--- src/rtl/aacc_params.svh ---
// Offsets, field positions, reset values and counts of the arithmetic accelerator
`ifndef AACC_PARAMS_SVH
`define AACC_PARAMS_SVH

// ---------------------------------------------------------------
// Accelerator register addresses on the register port
// ---------------------------------------------------------------
`define AACC_ADDR_MODE     8'hD1
`define AACC_ADDR_CTRL     8'hD2
`define AACC_ADDR_OPA      8'hD3
`define AACC_ADDR_OPB      8'hD4
`define AACC_ADDR_ACCUM    8'hD5
`define AACC_ADDR_OPSEL    8'hD6

// ---------------------------------------------------------------
// Control/status fields
// ---------------------------------------------------------------
`define AACC_BIT_BUSY      7
`define AACC_BIT_OVF       6
`define AACC_BIT_CARRY     5
`define AACC_BIT_CLEAR     4
`define AACC_CTRL_RSVD     4'hF

// ---------------------------------------------------------------
// Mode register fields
// ---------------------------------------------------------------
`define AACC_BIT_RSHIFT    7
`define AACC_BIT_CIRC      6
`define AACC_BIT_SCE       5
`define AACC_MODE_RESET    8'h00

// ---------------------------------------------------------------
// Limits and counts
// ---------------------------------------------------------------
`define AACC_OVF_LIMIT     64'h0000_0000_0000_FFFF
`define AACC_CALC_CYCLES   5'h04
`define AACC_NORM_MAX      5'h1F
`define AACC_OPA_BYTES     3'h4
`define AACC_ACC_BYTES     3'h5

// ---------------------------------------------------------------
// Host-side APB registers
// ---------------------------------------------------------------
`define AACC_APB_CMD       8'h00
`define AACC_APB_STATUS    8'h04
`define AACC_CMD_WRITE     16
`define AACC_CMD_READ      17

`endif

--- src/rtl/aacc_pkg.sv ---
// Types shared by both ends of the arithmetic accelerator
package aacc_pkg;

  typedef enum logic [1:0] {
    AACC_OP_MUL,
    AACC_OP_DIV,
    AACC_OP_SHIFT
  } aacc_op_type;

  typedef enum logic [2:0] {
    AACC_ST_IDLE,
    AACC_ST_LOAD,
    AACC_ST_CALC,
    AACC_ST_SHIFT,
    AACC_ST_NORM
  } aacc_state_type;

  typedef enum logic [1:0] {
    AACC_H_IDLE,
    AACC_H_ISSUE,
    AACC_H_WAIT
  } aacc_host_state_type;

endpackage : aacc_pkg

--- src/rtl/aacc_sfr_if.sv ---
// Register port between processor-side controller and accelerator
`timescale 1ns/100ps
`default_nettype none

interface aacc_sfr_if;
  logic [7:0] sfr_addr;
  logic [7:0] sfr_wdata;
  logic       sfr_wr;
  logic       sfr_rd;
  logic [7:0] sfr_rdata;

  modport device (
    input  sfr_addr,
    input  sfr_wdata,
    input  sfr_wr,
    input  sfr_rd,
    output sfr_rdata
  );

  modport host (
    output sfr_addr,
    output sfr_wdata,
    output sfr_wr,
    output sfr_rd,
    input  sfr_rdata
  );
endinterface : aacc_sfr_if

`default_nettype wire

--- src/rtl/aacc_device.sv ---
// Arithmetic accelerator register block: multiply, divide, shift, normalize
// Functional notes
// RQ1 - Busy rises on first operand byte load
// RQ2 - Busy clears itself when results ready
// RQ3 - Writing busy low aborts and initializes; code does so only while busy, not when idle
// RQ4 - Overflow cleared by reset and initialization
// RQ5 - Overflow on divide by zero, result above FFFFh
// RQ6 - Carry bit joins shifts when enabled
// RQ7 - New operation never clears carry bit
// RQ8 - Clear strobe wipes A, B, accumulator
// RQ9 - Clear strobe always reads zero
// RQ10 - A holds numerator or multiplicand
// RQ11 - A returns quotient, product, shift, mantissa
// RQ12 - A is four sequential bytes, one address
// RQ13 - B holds divisor or multiplier
// RQ14 - B returns division remainder
// RQ15 - B is four sequential bytes, one address
// RQ16 - 40-bit accumulator adds multiply/divide results
// RQ17 - Accumulator reads MSB first, five reads
// RQ18 - Accumulator writes LSB first, partial allowed
// RQ19 - Accumulator cleared by reset, clear, busy set
// RQ20 - Five zero writes clear accumulator
// RQ21 - Carry enters LSB left, MSB right
// RQ22 - Zero shift count normalizes, reports count
// RQ23 - Low four control bits read one
`include "aacc_params.svh"
`timescale 1ns/100ps
`default_nettype none

module aacc_device (
  input  wire logic clk,
  input  wire logic nrst,
  aacc_sfr_if.device sfr,
  output logic      busy_out,
  output logic      overflow_out
);
  import aacc_pkg::*;

  // ---------------------------------------------------------------
  // State
  // ---------------------------------------------------------------
  aacc_state_type state_reg;
  aacc_op_type    op_reg;
  logic [31:0]    a_reg;
  logic [31:0]    b_reg;
  logic [39:0]    acc_reg;
  logic [7:0]     mode_reg;
  logic           ovf_reg;
  logic           carry_reg;
  logic [4:0]     cnt_reg;
  logic [2:0]     seq_reg;
  logic [8:0]     last_reg;
  logic [7:0]     rdata_reg;

  // ---------------------------------------------------------------
  // Access decode and byte sequencing
  // ---------------------------------------------------------------
  wire       access    = sfr.sfr_wr | sfr.sfr_rd;
  wire [8:0] this_acc  = {sfr.sfr_addr, sfr.sfr_wr};
  wire       same_acc  = access && (this_acc == last_reg);
  wire [2:0] seq_cur   = same_acc ? seq_reg : 3'h0;
  wire       hit_mode  = sfr.sfr_addr == `AACC_ADDR_MODE;
  wire       hit_ctrl  = sfr.sfr_addr == `AACC_ADDR_CTRL;
  wire       hit_opa   = sfr.sfr_addr == `AACC_ADDR_OPA;
  wire       hit_opb   = sfr.sfr_addr == `AACC_ADDR_OPB;
  wire       hit_acc   = sfr.sfr_addr == `AACC_ADDR_ACCUM;
  wire       hit_opsel = sfr.sfr_addr == `AACC_ADDR_OPSEL;
  wire [2:0] seq_wrap  = hit_acc ? `AACC_ACC_BYTES : `AACC_OPA_BYTES;
  wire [2:0] seq_next  = (seq_cur == seq_wrap - 3'h1) ? 3'h0 : seq_cur + 3'h1;
  wire       busy      = state_reg != AACC_ST_IDLE;
  wire       running   = busy && state_reg != AACC_ST_LOAD;

  wire       wr_ctrl   = sfr.sfr_wr && hit_ctrl;
  wire       wr_mode   = sfr.sfr_wr && hit_mode && !running;
  // Operand writes are ignored while a calculation is in flight
  wire       wr_opa    = sfr.sfr_wr && hit_opa && !running;
  wire       wr_opb    = sfr.sfr_wr && hit_opb && !running;
  wire       wr_acc    = sfr.sfr_wr && hit_acc && !running;
  wire       wr_go     = sfr.sfr_wr && hit_opsel && !running;
  wire       abort     = wr_ctrl && !sfr.sfr_wdata[`AACC_BIT_BUSY] && busy;
  wire       busy_sw   = wr_ctrl && sfr.sfr_wdata[`AACC_BIT_BUSY] && !busy;
  wire       clear_all = wr_ctrl && sfr.sfr_wdata[`AACC_BIT_CLEAR];
  wire       busy_set  = busy_sw || (!busy && (wr_opa || wr_opb));

  // Byte lane positions: A and B low byte first, accumulator reads high first
  wire [4:0]  ab_sh     = {seq_cur[1:0], 3'b000};
  wire [5:0]  accw_sh   = {seq_cur, 3'b000};
  wire [2:0]  accr_idx  = 3'h4 - seq_cur;
  wire [5:0]  accr_sh   = {accr_idx, 3'b000};
  wire [31:0] byte_ab   = {24'h000000, sfr.sfr_wdata} << ab_sh;
  wire [31:0] mask_ab   = 32'h0000_00FF << ab_sh;
  wire [39:0] byte_acc  = {32'h0000_0000, sfr.sfr_wdata} << accw_sh;
  wire [39:0] mask_acc  = 40'h00_0000_00FF << accw_sh;
  wire [31:0] a_rd      = a_reg >> ab_sh;
  wire [31:0] b_rd      = b_reg >> ab_sh;
  wire [39:0] acc_rd    = acc_reg >> accr_sh;

  // ---------------------------------------------------------------
  // Arithmetic
  // ---------------------------------------------------------------
  wire        div_zero  = b_reg == 32'h0000_0000;
  wire [63:0] product   = a_reg * b_reg;
  wire [31:0] quotient  = div_zero ? 32'h0000_0000 : a_reg / b_reg;
  wire [31:0] remainder = div_zero ? a_reg : a_reg % b_reg;
  wire        is_mul    = op_reg == AACC_OP_MUL;
  wire [63:0] result    = is_mul ? product : {32'h0000_0000, quotient};
  wire [39:0] acc_sum   = acc_reg + result[39:0];
  wire        res_ovf   = (!is_mul && div_zero) || (result > `AACC_OVF_LIMIT);

  // One shift step; carry paths follow the enable and circular bits
  wire        sh_right  = mode_reg[`AACC_BIT_RSHIFT];
  wire        sh_circ   = mode_reg[`AACC_BIT_CIRC];
  wire        sh_sce    = mode_reg[`AACC_BIT_SCE];
  wire        in_left   = sh_sce ? carry_reg : (sh_circ & a_reg[31]);
  wire        in_right  = sh_sce ? carry_reg : (sh_circ & a_reg[0]);
  wire [31:0] a_shift   = sh_right ? {in_right, a_reg[31:1]} : {a_reg[30:0], in_left};
  wire        out_bit   = sh_right ? a_reg[0] : a_reg[31];
  wire        norm_done = a_reg[31] || (a_reg == 32'h0000_0000) || (cnt_reg == `AACC_NORM_MAX);

  wire calc_end  = state_reg == AACC_ST_CALC && cnt_reg == 5'h01;
  wire shift_end = state_reg == AACC_ST_SHIFT && cnt_reg == 5'h01;
  wire norm_end  = state_reg == AACC_ST_NORM && norm_done;

  // ---------------------------------------------------------------
  // Sequencer
  // ---------------------------------------------------------------
  always_ff @(posedge clk or negedge nrst) begin
    if (!nrst) begin
      state_reg <= AACC_ST_IDLE;
      op_reg    <= AACC_OP_MUL;
      cnt_reg   <= 5'h00;
    end else if (abort) begin
      state_reg <= AACC_ST_IDLE;                                 // RQ3
    end else begin
      case (state_reg)
        AACC_ST_IDLE, AACC_ST_LOAD: begin
          if (wr_go) begin
            op_reg <= aacc_op_type'(sfr.sfr_wdata[1:0]);
            if (sfr.sfr_wdata[1:0] == 2'(AACC_OP_SHIFT)) begin
              // Zero count selects normalization
              state_reg <= (mode_reg[4:0] == 5'h00) ? AACC_ST_NORM : AACC_ST_SHIFT; // RQ22
              cnt_reg   <= mode_reg[4:0];
            end else begin
              state_reg <= AACC_ST_CALC;
              cnt_reg   <= `AACC_CALC_CYCLES;
            end
          end else if (busy_set) begin
            state_reg <= AACC_ST_LOAD;                           // RQ1
          end
        end
        AACC_ST_CALC, AACC_ST_SHIFT: begin
          cnt_reg <= cnt_reg - 5'h01;
          if (calc_end || shift_end) state_reg <= AACC_ST_IDLE;  // RQ2
        end
        AACC_ST_NORM: begin
          if (norm_done) state_reg <= AACC_ST_IDLE;             // RQ2
          else cnt_reg <= cnt_reg + 5'h01;
        end
        default: state_reg <= AACC_ST_IDLE;
      endcase
    end
  end

  // ---------------------------------------------------------------
  // Operand, accumulator and flag registers
  // ---------------------------------------------------------------
  always_ff @(posedge clk or negedge nrst) begin
    if (!nrst) begin
      a_reg   <= 32'h0000_0000;
      b_reg   <= 32'h0000_0000;
    end else if (clear_all) begin
      a_reg   <= 32'h0000_0000;                                  // RQ8
      b_reg   <= 32'h0000_0000;                                  // RQ8
    end else if (calc_end) begin
      a_reg   <= result[31:0];                                   // RQ11
      if (!is_mul) b_reg <= remainder;                           // RQ14
    end else if (state_reg == AACC_ST_SHIFT || (state_reg == AACC_ST_NORM && !norm_done)) begin
      a_reg   <= a_shift;                                        // RQ11
    end else begin
      // First byte of a sequence clears the upper bytes
      if (wr_opa) a_reg <= (seq_cur == 3'h0) ? byte_ab : (a_reg & ~mask_ab) | byte_ab; // RQ10 RQ12
      if (wr_opb) b_reg <= (seq_cur == 3'h0) ? byte_ab : (b_reg & ~mask_ab) | byte_ab; // RQ13 RQ15
    end
  end

  always_ff @(posedge clk or negedge nrst) begin
    if (!nrst) begin
      acc_reg <= 40'h00_0000_0000;
    end else if (clear_all || busy_set) begin
      acc_reg <= 40'h00_0000_0000;                               // RQ19
    end else if (calc_end) begin
      acc_reg <= acc_sum;                                        // RQ16
    end else if (wr_acc) begin
      acc_reg <= (acc_reg & ~mask_acc) | byte_acc;               // RQ18 RQ20
    end
  end

  always_ff @(posedge clk or negedge nrst) begin
    if (!nrst) begin
      ovf_reg <= 1'b0;                                           // RQ4
    end else if (calc_end && res_ovf) begin
      ovf_reg <= 1'b1;                                           // RQ5
    end else if (abort) begin
      ovf_reg <= 1'b0;                                           // RQ4
    end
  end

  // Carry follows software writes and the shift path only, never a start
  always_ff @(posedge clk or negedge nrst) begin
    if (!nrst) begin
      carry_reg <= 1'b0;
    end else if (wr_ctrl) begin
      carry_reg <= sfr.sfr_wdata[`AACC_BIT_CARRY];               // RQ7
    end else if (state_reg == AACC_ST_SHIFT && sh_sce && sh_circ) begin
      carry_reg <= out_bit;                                      // RQ6 RQ21
    end
  end

  always_ff @(posedge clk or negedge nrst) begin
    if (!nrst) begin
      mode_reg <= `AACC_MODE_RESET;
    end else if (abort) begin
      mode_reg <= {1'b0, mode_reg[6:5], 5'h00};
    end else if (norm_end) begin
      mode_reg <= {mode_reg[7:5], cnt_reg};                      // RQ22
    end else if (wr_mode) begin
      mode_reg <= sfr.sfr_wdata;
    end
  end

  // ---------------------------------------------------------------
  // Read path, answered one cycle after the read strobe
  // ---------------------------------------------------------------
  wire [7:0] ctrl_rd = {busy, ovf_reg, carry_reg, 1'b0, `AACC_CTRL_RSVD}; // RQ9 RQ23
  wire [7:0] rd_mux  = hit_mode  ? mode_reg :
                       hit_ctrl  ? ctrl_rd :
                       hit_opa   ? a_rd[7:0] :
                       hit_opb   ? b_rd[7:0] :
                       hit_acc   ? acc_rd[7:0] :                 // RQ17
                       hit_opsel ? {6'h00, op_reg} : 8'h00;

  always_ff @(posedge clk or negedge nrst) begin
    if (!nrst) begin
      rdata_reg <= 8'h00;
      seq_reg   <= 3'h0;
      last_reg  <= 9'h000;
    end else if (access) begin
      if (sfr.sfr_rd) rdata_reg <= rd_mux;
      seq_reg   <= seq_next;                                     // RQ12 RQ15 RQ17
      last_reg  <= this_acc;
    end
  end

  assign sfr.sfr_rdata = rdata_reg;
  assign busy_out      = busy;
  assign overflow_out  = ovf_reg;

endmodule : aacc_device

`default_nettype wire

--- src/flat_wrapper.sv ---
// flat-port wrapper written by rule: the top's interface ports become plain ports
module aacc_device_flat import aacc_pkg::*;
  (clk, nrst, busy_out, overflow_out, sfr_sfr_addr, sfr_sfr_wdata, sfr_sfr_wr, sfr_sfr_rd, sfr_sfr_rdata);
  aacc_sfr_if sfr_i ();
  input  wire logic clk;
  input  wire logic nrst;
  output logic busy_out;
  output logic overflow_out;
  input wire logic [$bits(sfr_i.sfr_addr)-1:0] sfr_sfr_addr;
  input wire logic [$bits(sfr_i.sfr_wdata)-1:0] sfr_sfr_wdata;
  input wire logic [$bits(sfr_i.sfr_wr)-1:0] sfr_sfr_wr;
  input wire logic [$bits(sfr_i.sfr_rd)-1:0] sfr_sfr_rd;
  output wire logic [$bits(sfr_i.sfr_rdata)-1:0] sfr_sfr_rdata;
  assign sfr_i.sfr_addr = sfr_sfr_addr;
  assign sfr_i.sfr_wdata = sfr_sfr_wdata;
  assign sfr_i.sfr_wr = sfr_sfr_wr;
  assign sfr_i.sfr_rd = sfr_sfr_rd;
  assign sfr_sfr_rdata = sfr_i.sfr_rdata;
  aacc_device u_core (.clk(clk), .nrst(nrst), .sfr(sfr_i), .busy_out(busy_out), .overflow_out(overflow_out));
endmodule
--- config.mk ---
export PLATFORM = sky130hd
export DESIGN_NAME = aacc_device_flat
export DESIGN_NICKNAME = d
export VERILOG_FILES = /design/src/rtl/aacc_pkg.sv /design/src/rtl/aacc_sfr_if.sv /design/src/rtl/aacc_device.sv /design/src/flat_wrapper.sv
export VERILOG_INCLUDE_DIRS = /design/src /design/src/rtl
export SDC_FILE = /design/constraint.sdc
export NUM_CORES = 2
export LEC_CHECK = 0
export ABC_AREA = 1
export ABC_CLOCK_PERIOD_IN_PS = 85600
export BUFFER_PORTS_ARGS = -buffer_cell sky130_fd_sc_hd__buf_2
export CORE_ASPECT_RATIO = 0.5
export CORE_MARGIN = 8
export CORE_UTILIZATION = 40
export CTS_BUF_LIST = sky130_fd_sc_hd__clkbuf_2
export DETAILED_ROUTE_END_ITERATION = 8
export MAX_ROUTING_LAYER = met4
export SLEW_MARGIN = 20
export SYNTH_ARGS = -nofsm -noshare
export SYNTH_HDL_FRONTEND = slang
export SYNTH_SLANG_ARGS = --single-unit
--- constraint.sdc ---
create_clock -name clk -period 85.6 [get_ports clk]
set_clock_uncertainty 0.1 [all_clocks]
set_input_delay 12.84 -clock clk [delete_from_list [all_inputs] [get_ports clk]]
set_output_delay 12.84 -clock clk [all_outputs]
set_load 0.05 [all_outputs]
# [Word level (Yosys, flattened, before mapping)]
# Cells that the tools add are included.
[classes] mul=1 bitwise=13 n_eq_ne=24 n_addsub=6 div=2 n_shift=7 n_mux=49 n_lt_le_gt_ge=1 reduce_logical=64
[ops] cell="2-to-1 mux 32 bit" count=14
[ops] cell="2-to-1 mux 40 bit" count=3
[ops] cell="bitwise AND 32 bit" count=2
[ops] cell="> comparator 64 x 16 -> 1 bit (second input constant)" count=1
[ops] cell="zero test 32 bit" count=2
[ops] cell="multiplier 32 x 32 -> 64 bit" count=1
[ops] cell="2-to-1 mux 64 bit" count=1
[ops] cell="2-to-1 mux 8 bit" count=8
[ops] cell="OR 32 bit" count=2
[ops] cell="right shift 32 x 5 -> 8 bit" count=2
[ops] cell="== test 8 bit (second input constant)" count=6
[ops] cell="adder 40 bit" count=1
[ops] cell="bitwise AND 40 bit" count=1
[ops] cell="inverter 40 bit" count=1
[ops] cell="OR 40 bit" count=1
[ops] cell="left shift 8 x 6 -> 40 bit" count=1
[ops] cell="left shift 8 x 6 -> 40 bit (first input constant)" count=1
[ops] cell="right shift 40 x 6 -> 8 bit" count=1
[ops] cell="divider 32 x 32 -> 32 bit" count=1
[ops] cell="modulo 32 x 32 -> 32 bit" count=1
[ops] cell="inverter 32 bit" count=1
[ops] cell="left shift 8 x 5 -> 32 bit" count=1
[ops] cell="left shift 8 x 5 -> 32 bit (first input constant)" count=1
[ops] cell="logical AND 1 bit" count=27
[ops] cell="39 further kinds" count=86
[totals] input_bits=20 output_inout_bits=10 ramBits=0 latchBits=0 register_bits=144 wordCells=181 mem_bits_ro=0 memories=0

# [Longest topological paths before layout]
[logic_depth] depth_word=12 depth_mapped=583 depth_no_buf=568

# [Worst setup path after synthesis]
# Ideal clock, no wire load.
[synth_path] path_kind="register -> register" start="register u_core.b_reg[0]" end="register u_core.acc_reg[38]" t_arrival_ps=67550 n_path_buf=20 setup_slack_ps=17867 stages_incl_launch_ff=536 synth_period_minus_slack_ps=67733 setup_time_ps=83 required_time_ps=85417 cell_sequence="dfrtp_1 > inv_1 > ha_1 > inv_1 > nor2_1 > nand2_1 > nor2_1 > nand2_1 > nor2_1 > nor2_1 > nand3_1 > and2_1 > ha_1 > o21a_1 > o21ai_0 > nor2_4 > o21ai_1 > inv_1 > (+500 left out) > inv_1 > nand2_1 > a21oi_1 > o21a_1 > nor2_1 > o21ai_1 > inv_1 > o21ai_1 > inv_1 > nor2_1 > o21ai_1 > nand2_1 > nand2_1 > o41ai_1 > o21ai_0 > a21oi_1 > o21ai_1 > o21ai_0"
[synth_via] elab_chain_cells=6 word_cells_on_any_way=8 cone_classes="add/sub (1); mul (1); div (1); mux (4); reduce/logical (1)"
[synth_lines] element="start: declaration" line="aacc_device.sv:45" rtl="logic [31:0] b_reg;"
[synth_lines] element="start signal: assignment" line="aacc_device.sv:176" rtl="if (!is_mul) b_reg <= remainder;"
[synth_lines] element="start signal: assignment" line="aacc_device.sv:182" rtl="if (wr_opb) b_reg <= (seq_cur == 3'h0) ? byte_ab : (b_reg & ~mask_ab) | byte_ab;"
[synth_lines] element="divider 32 x 32 -> 32 bit or zero test 32 bit (tied branches)" line="aacc_device.sv:103, aacc_device.sv:101"
[synth_lines] element="2-to-1 mux 32 bit" line="aacc_device.sv:103" rtl="wire [31:0] quotient = div_zero ? 32'h0000_0000 : a_reg / b_reg;"
[synth_lines] element="2-to-1 mux 64 bit (*)" line="aacc_device.sv:106" rtl="wire [63:0] result = is_mul ? product : {32'h0000_0000, quotient};"
[synth_lines] element="adder 40 bit (*)" line="aacc_device.sv:107" rtl="wire [39:0] acc_sum = acc_reg + result[39:0];"
[synth_lines] element="2-to-1 mux 40 bit (*)" line="aacc_device.sv:191" rtl="end else if (calc_end) begin"
[synth_lines] element="2-to-1 mux 40 bit (*)" line="aacc_device.sv:189" rtl="end else if (clear_all || busy_set) begin"
[synth_lines] element="end signal: assignment" line="aacc_device.sv:192" rtl="acc_reg <= acc_sum;"
[synth_lines] element="end signal: assignment" line="aacc_device.sv:194" rtl="acc_reg <= (acc_reg & ~mask_acc) | byte_acc;"
[synth_lines] element="end: declaration" line="aacc_device.sv:46" rtl="logic [39:0] acc_reg;"
# Mark *: on every way between the ends. The rest lies on a longest branch, timed or not.
# A chain may end at the register's enable or synchronous reset.

# [Worst setup path after layout]
[layout_path] start="register u_core.b_reg[21]" end="register u_core.acc_reg[38]"
# Same word-level chain as after synthesis.

==> impl_metrics.tcl <==
set metrics [dict create \
    status "complete, no violations" \
    io_pins 30 \
    period_minus_slack_ns 77.75 \
    slowest_delay_ns 0.75 \
    slew_violations 0 \
    yosys.area.top_type_share_pct 23.84 \
    vias 72990 \
    ys_ff_latch 144 \
    wl_per_cell_um 21.23 \
    n_fill_cell 19730 \
    track_usage_pct 28.01 \
    tns_ns 0 \
    yosys_warnings 0 \
    finalNetCount 12570 \
    critical_path_class "reg2reg" \
    worst_slack_ns 7.848 \
    use_met1_pct 37.47 \
    start_util_pct 40.34 \
    syn_nets 12820 \
    top_usage_layer "met2" \
    synth_top_family_by_area "adder cells" \
    drc 0 \
    rsz0062_at_grt "false" \
    cts_made_buffers 17 \
    synth_compound_area_share_pct 14.75 \
    avgSynthCellArea_um2 6.824 \
    synth_edf_count 0 \
    cts_tree "built" \
    synthMuxAreaShare_pct 0.07964 \
    clk_latency_ns 0.91 \
    dp_hpwl_um 218100 \
    synth_area_mm2 0.07541 \
    use_met3_pct 4.973 \
    worst_setup_path_end_kind "flop" \
    largest_reg_flops 40 \
    grt_pass1_wl_um 431200 \
    routed_via_density 5.466 \
    synthArstFlopShare_pct 100.0 \
    startpoint_type "flop" \
    wirelength_um 283400 \
    num_rows 112 \
    ys_types 89 \
    finalHoldViolations 0 \
    clockRootBuffer "clkbuf_2" \
    core_area_mm2 0.1869 \
    synth_cells 11050 \
    period_share_pct 90.83 \
    synthTopCellsByArea "fa_1 24%, ha_1 14%, nand2_1 14%" \
    drv_cap 0 \
    yosysTopAreaCell "fa_1" \
    grt_max_degree 89 \
    synth-simple-area-share_pct 22.93 \
    arrival_ns 78.45 \
    ys.flop_type "dfrtp_1" \
    port_buffers 29 \
    path_clk_slew_ns 0.32 \
    first_pass_iters 6 \
    clkSinkCount 144 \
    synthXorXnorAreaFrac_pct 5.006 \
    cts-htree-levels 4 \
    cts_max_path_buffers 2 \
    ant_nets 0 \
    grt-ovfl-total 0 \
    critPathMaxFanout 29 \
    grt_pass1_vias 70920 \
    gp_congestion 1.040 \
    setup_viol 0 \
    antenna_found_initial 23 \
    yosysMostFrequentCell "nand2_1" \
    drive_above_1_share_pct 6.137 \
    synth_fa_ha_area_share_pct 37.88 \
    crit_top_cell "nand2_1" \
    met2_usage_pct 42.98 \
    yosysSeqAreaShare_pct 4.778 \
    fp.dieArea_mm2 0.2035 \
    hold_buffers 0 \
    max_freq_ghz 0.01286 \
    hold_path.class "reg2reg" \
    ys_top_cells_by_count "2807 x nand2_1, 2239 x inv_1, 898 x fa_1" \
    place_ws_ns 0.8790 \
    drt_iter0_drc 7136 \
    worst_pin_slew_ns 1.183 \
    cp_slowest_cell "dfrtp_2" \
    fp.dieH_um 323.0 \
    slew_headroom_pct 20.64 \
    critPathRequiredTime_ns 86.30 \
    area_delta_synth_final_pct 3.917 \
    r2r_slack_ns 7.85 \
    die_w_um 630.0 \
]
[final timing paths]
kind | startpoint | to | cells after the start
setup reg to reg | u_core.b_reg[21] | u_core.acc_reg[38] | 524
hold reg to reg | u_core.sfr.sfr_rdata[7] | u_core.sfr.sfr_rdata[7] | 2
max in group asynchronous | nrst | u_core.a_reg[13] | 2
setup / recovery | u_core.b_reg[21] | u_core.acc_reg[38] | 524
min in group asynchronous | nrst | u_core.sfr.sfr_rdata[6] | 1
hold / removal | u_core.sfr.sfr_rdata[7] | u_core.sfr.sfr_rdata[7] | 2
[routing by layer]
layer / share of wire [%] / vias up / wire length, um
li1: - / 34240 / -
met1: 44 / 35130 / 124100
met2: 43 / 3079 / 121800
met3: 9.5 / 540 / 26830
met4: 3.8 / 0 / 10750
met5: 0 / - / 0
[cell type report]
type,count,area [um^2],area share (%)
Multi-Input combinational cell,8154,61190,78.09
Inverter,2296,8673,11.07
Sequential cell,144,3674,4.688
Antenna cell,25,62.56,0.07983
Clock buffer,17,85.08,0.1086
Tap cell,2508,3138,4.004
Timing Repair inverter,3,20.02,0.02555
Clock inverter,15,117.6,0.1501
Timing Repair Buffer,191,1403,1.790
[cells in the final DEF (no fill, tap or decap), types with 47 or more instances in the layout]
master / count
a21oi_1: 720
buf_4: 155
dfrtp_1: 98
fa_1: 898
ha_1: 846
inv_1: 2228
inv_2: 47
nand2_1: 2799
nand2_2: 59
nand3_1: 376
nand3_2: 63
nand4_1: 55
nor2_1: 439
nor3_1: 77
o211ai_1: 60
o21ai_0: 449
o21ai_1: 115
or2_2: 61
xnor2_1: 168
xor2_1: 263
[per-stage QoR]
stage	util [%]	instance area, um^2	hold WS [ns]	instances
after floorplan	-	75410	0.3683	11050
after global placement	41.44	77460	0.3705	13270
after detailed placement	41.44	77460	0.3706	13270
after CTS	41.54	77660	0.4211	13300
after global routing	41.91	78340	0.4520	13350
final	41.92	78360	0.4156	13350
[cell families after synthesis]
kind of cell / count (synthesis)
AND/OR/NAND/NOR: 4088
buffers and inverters: 2757
multiplexers: 6
XOR/XNOR: 431
flip-flops: 144
adder cells (fa/ha/maj): 1744
AO/OA/AOI/OAI: 1881
[critical path, delay by kind of cell, from the launching register on]
kind                       cells  cell delay [ns]
and+or+nand+nor              226            27.37
xor gates and xnor gates       3             0.48
buffers and inverters         74             6.86
DFF                            1             0.75
AOI/OAI and AO/OA            188            31.07
adders and majority gates     33            10.70
[repair_timing]
action / 4_1_cts / 5_1_grt
resized for setup: 0 / 103
buffers inserted: 0 / 23
endpoints found under the setup margin: 0 / 74
Power is left out: the tool's default activity adds up to more than one toggle a clock period on the data nets, which glitch-free logic cannot reach.
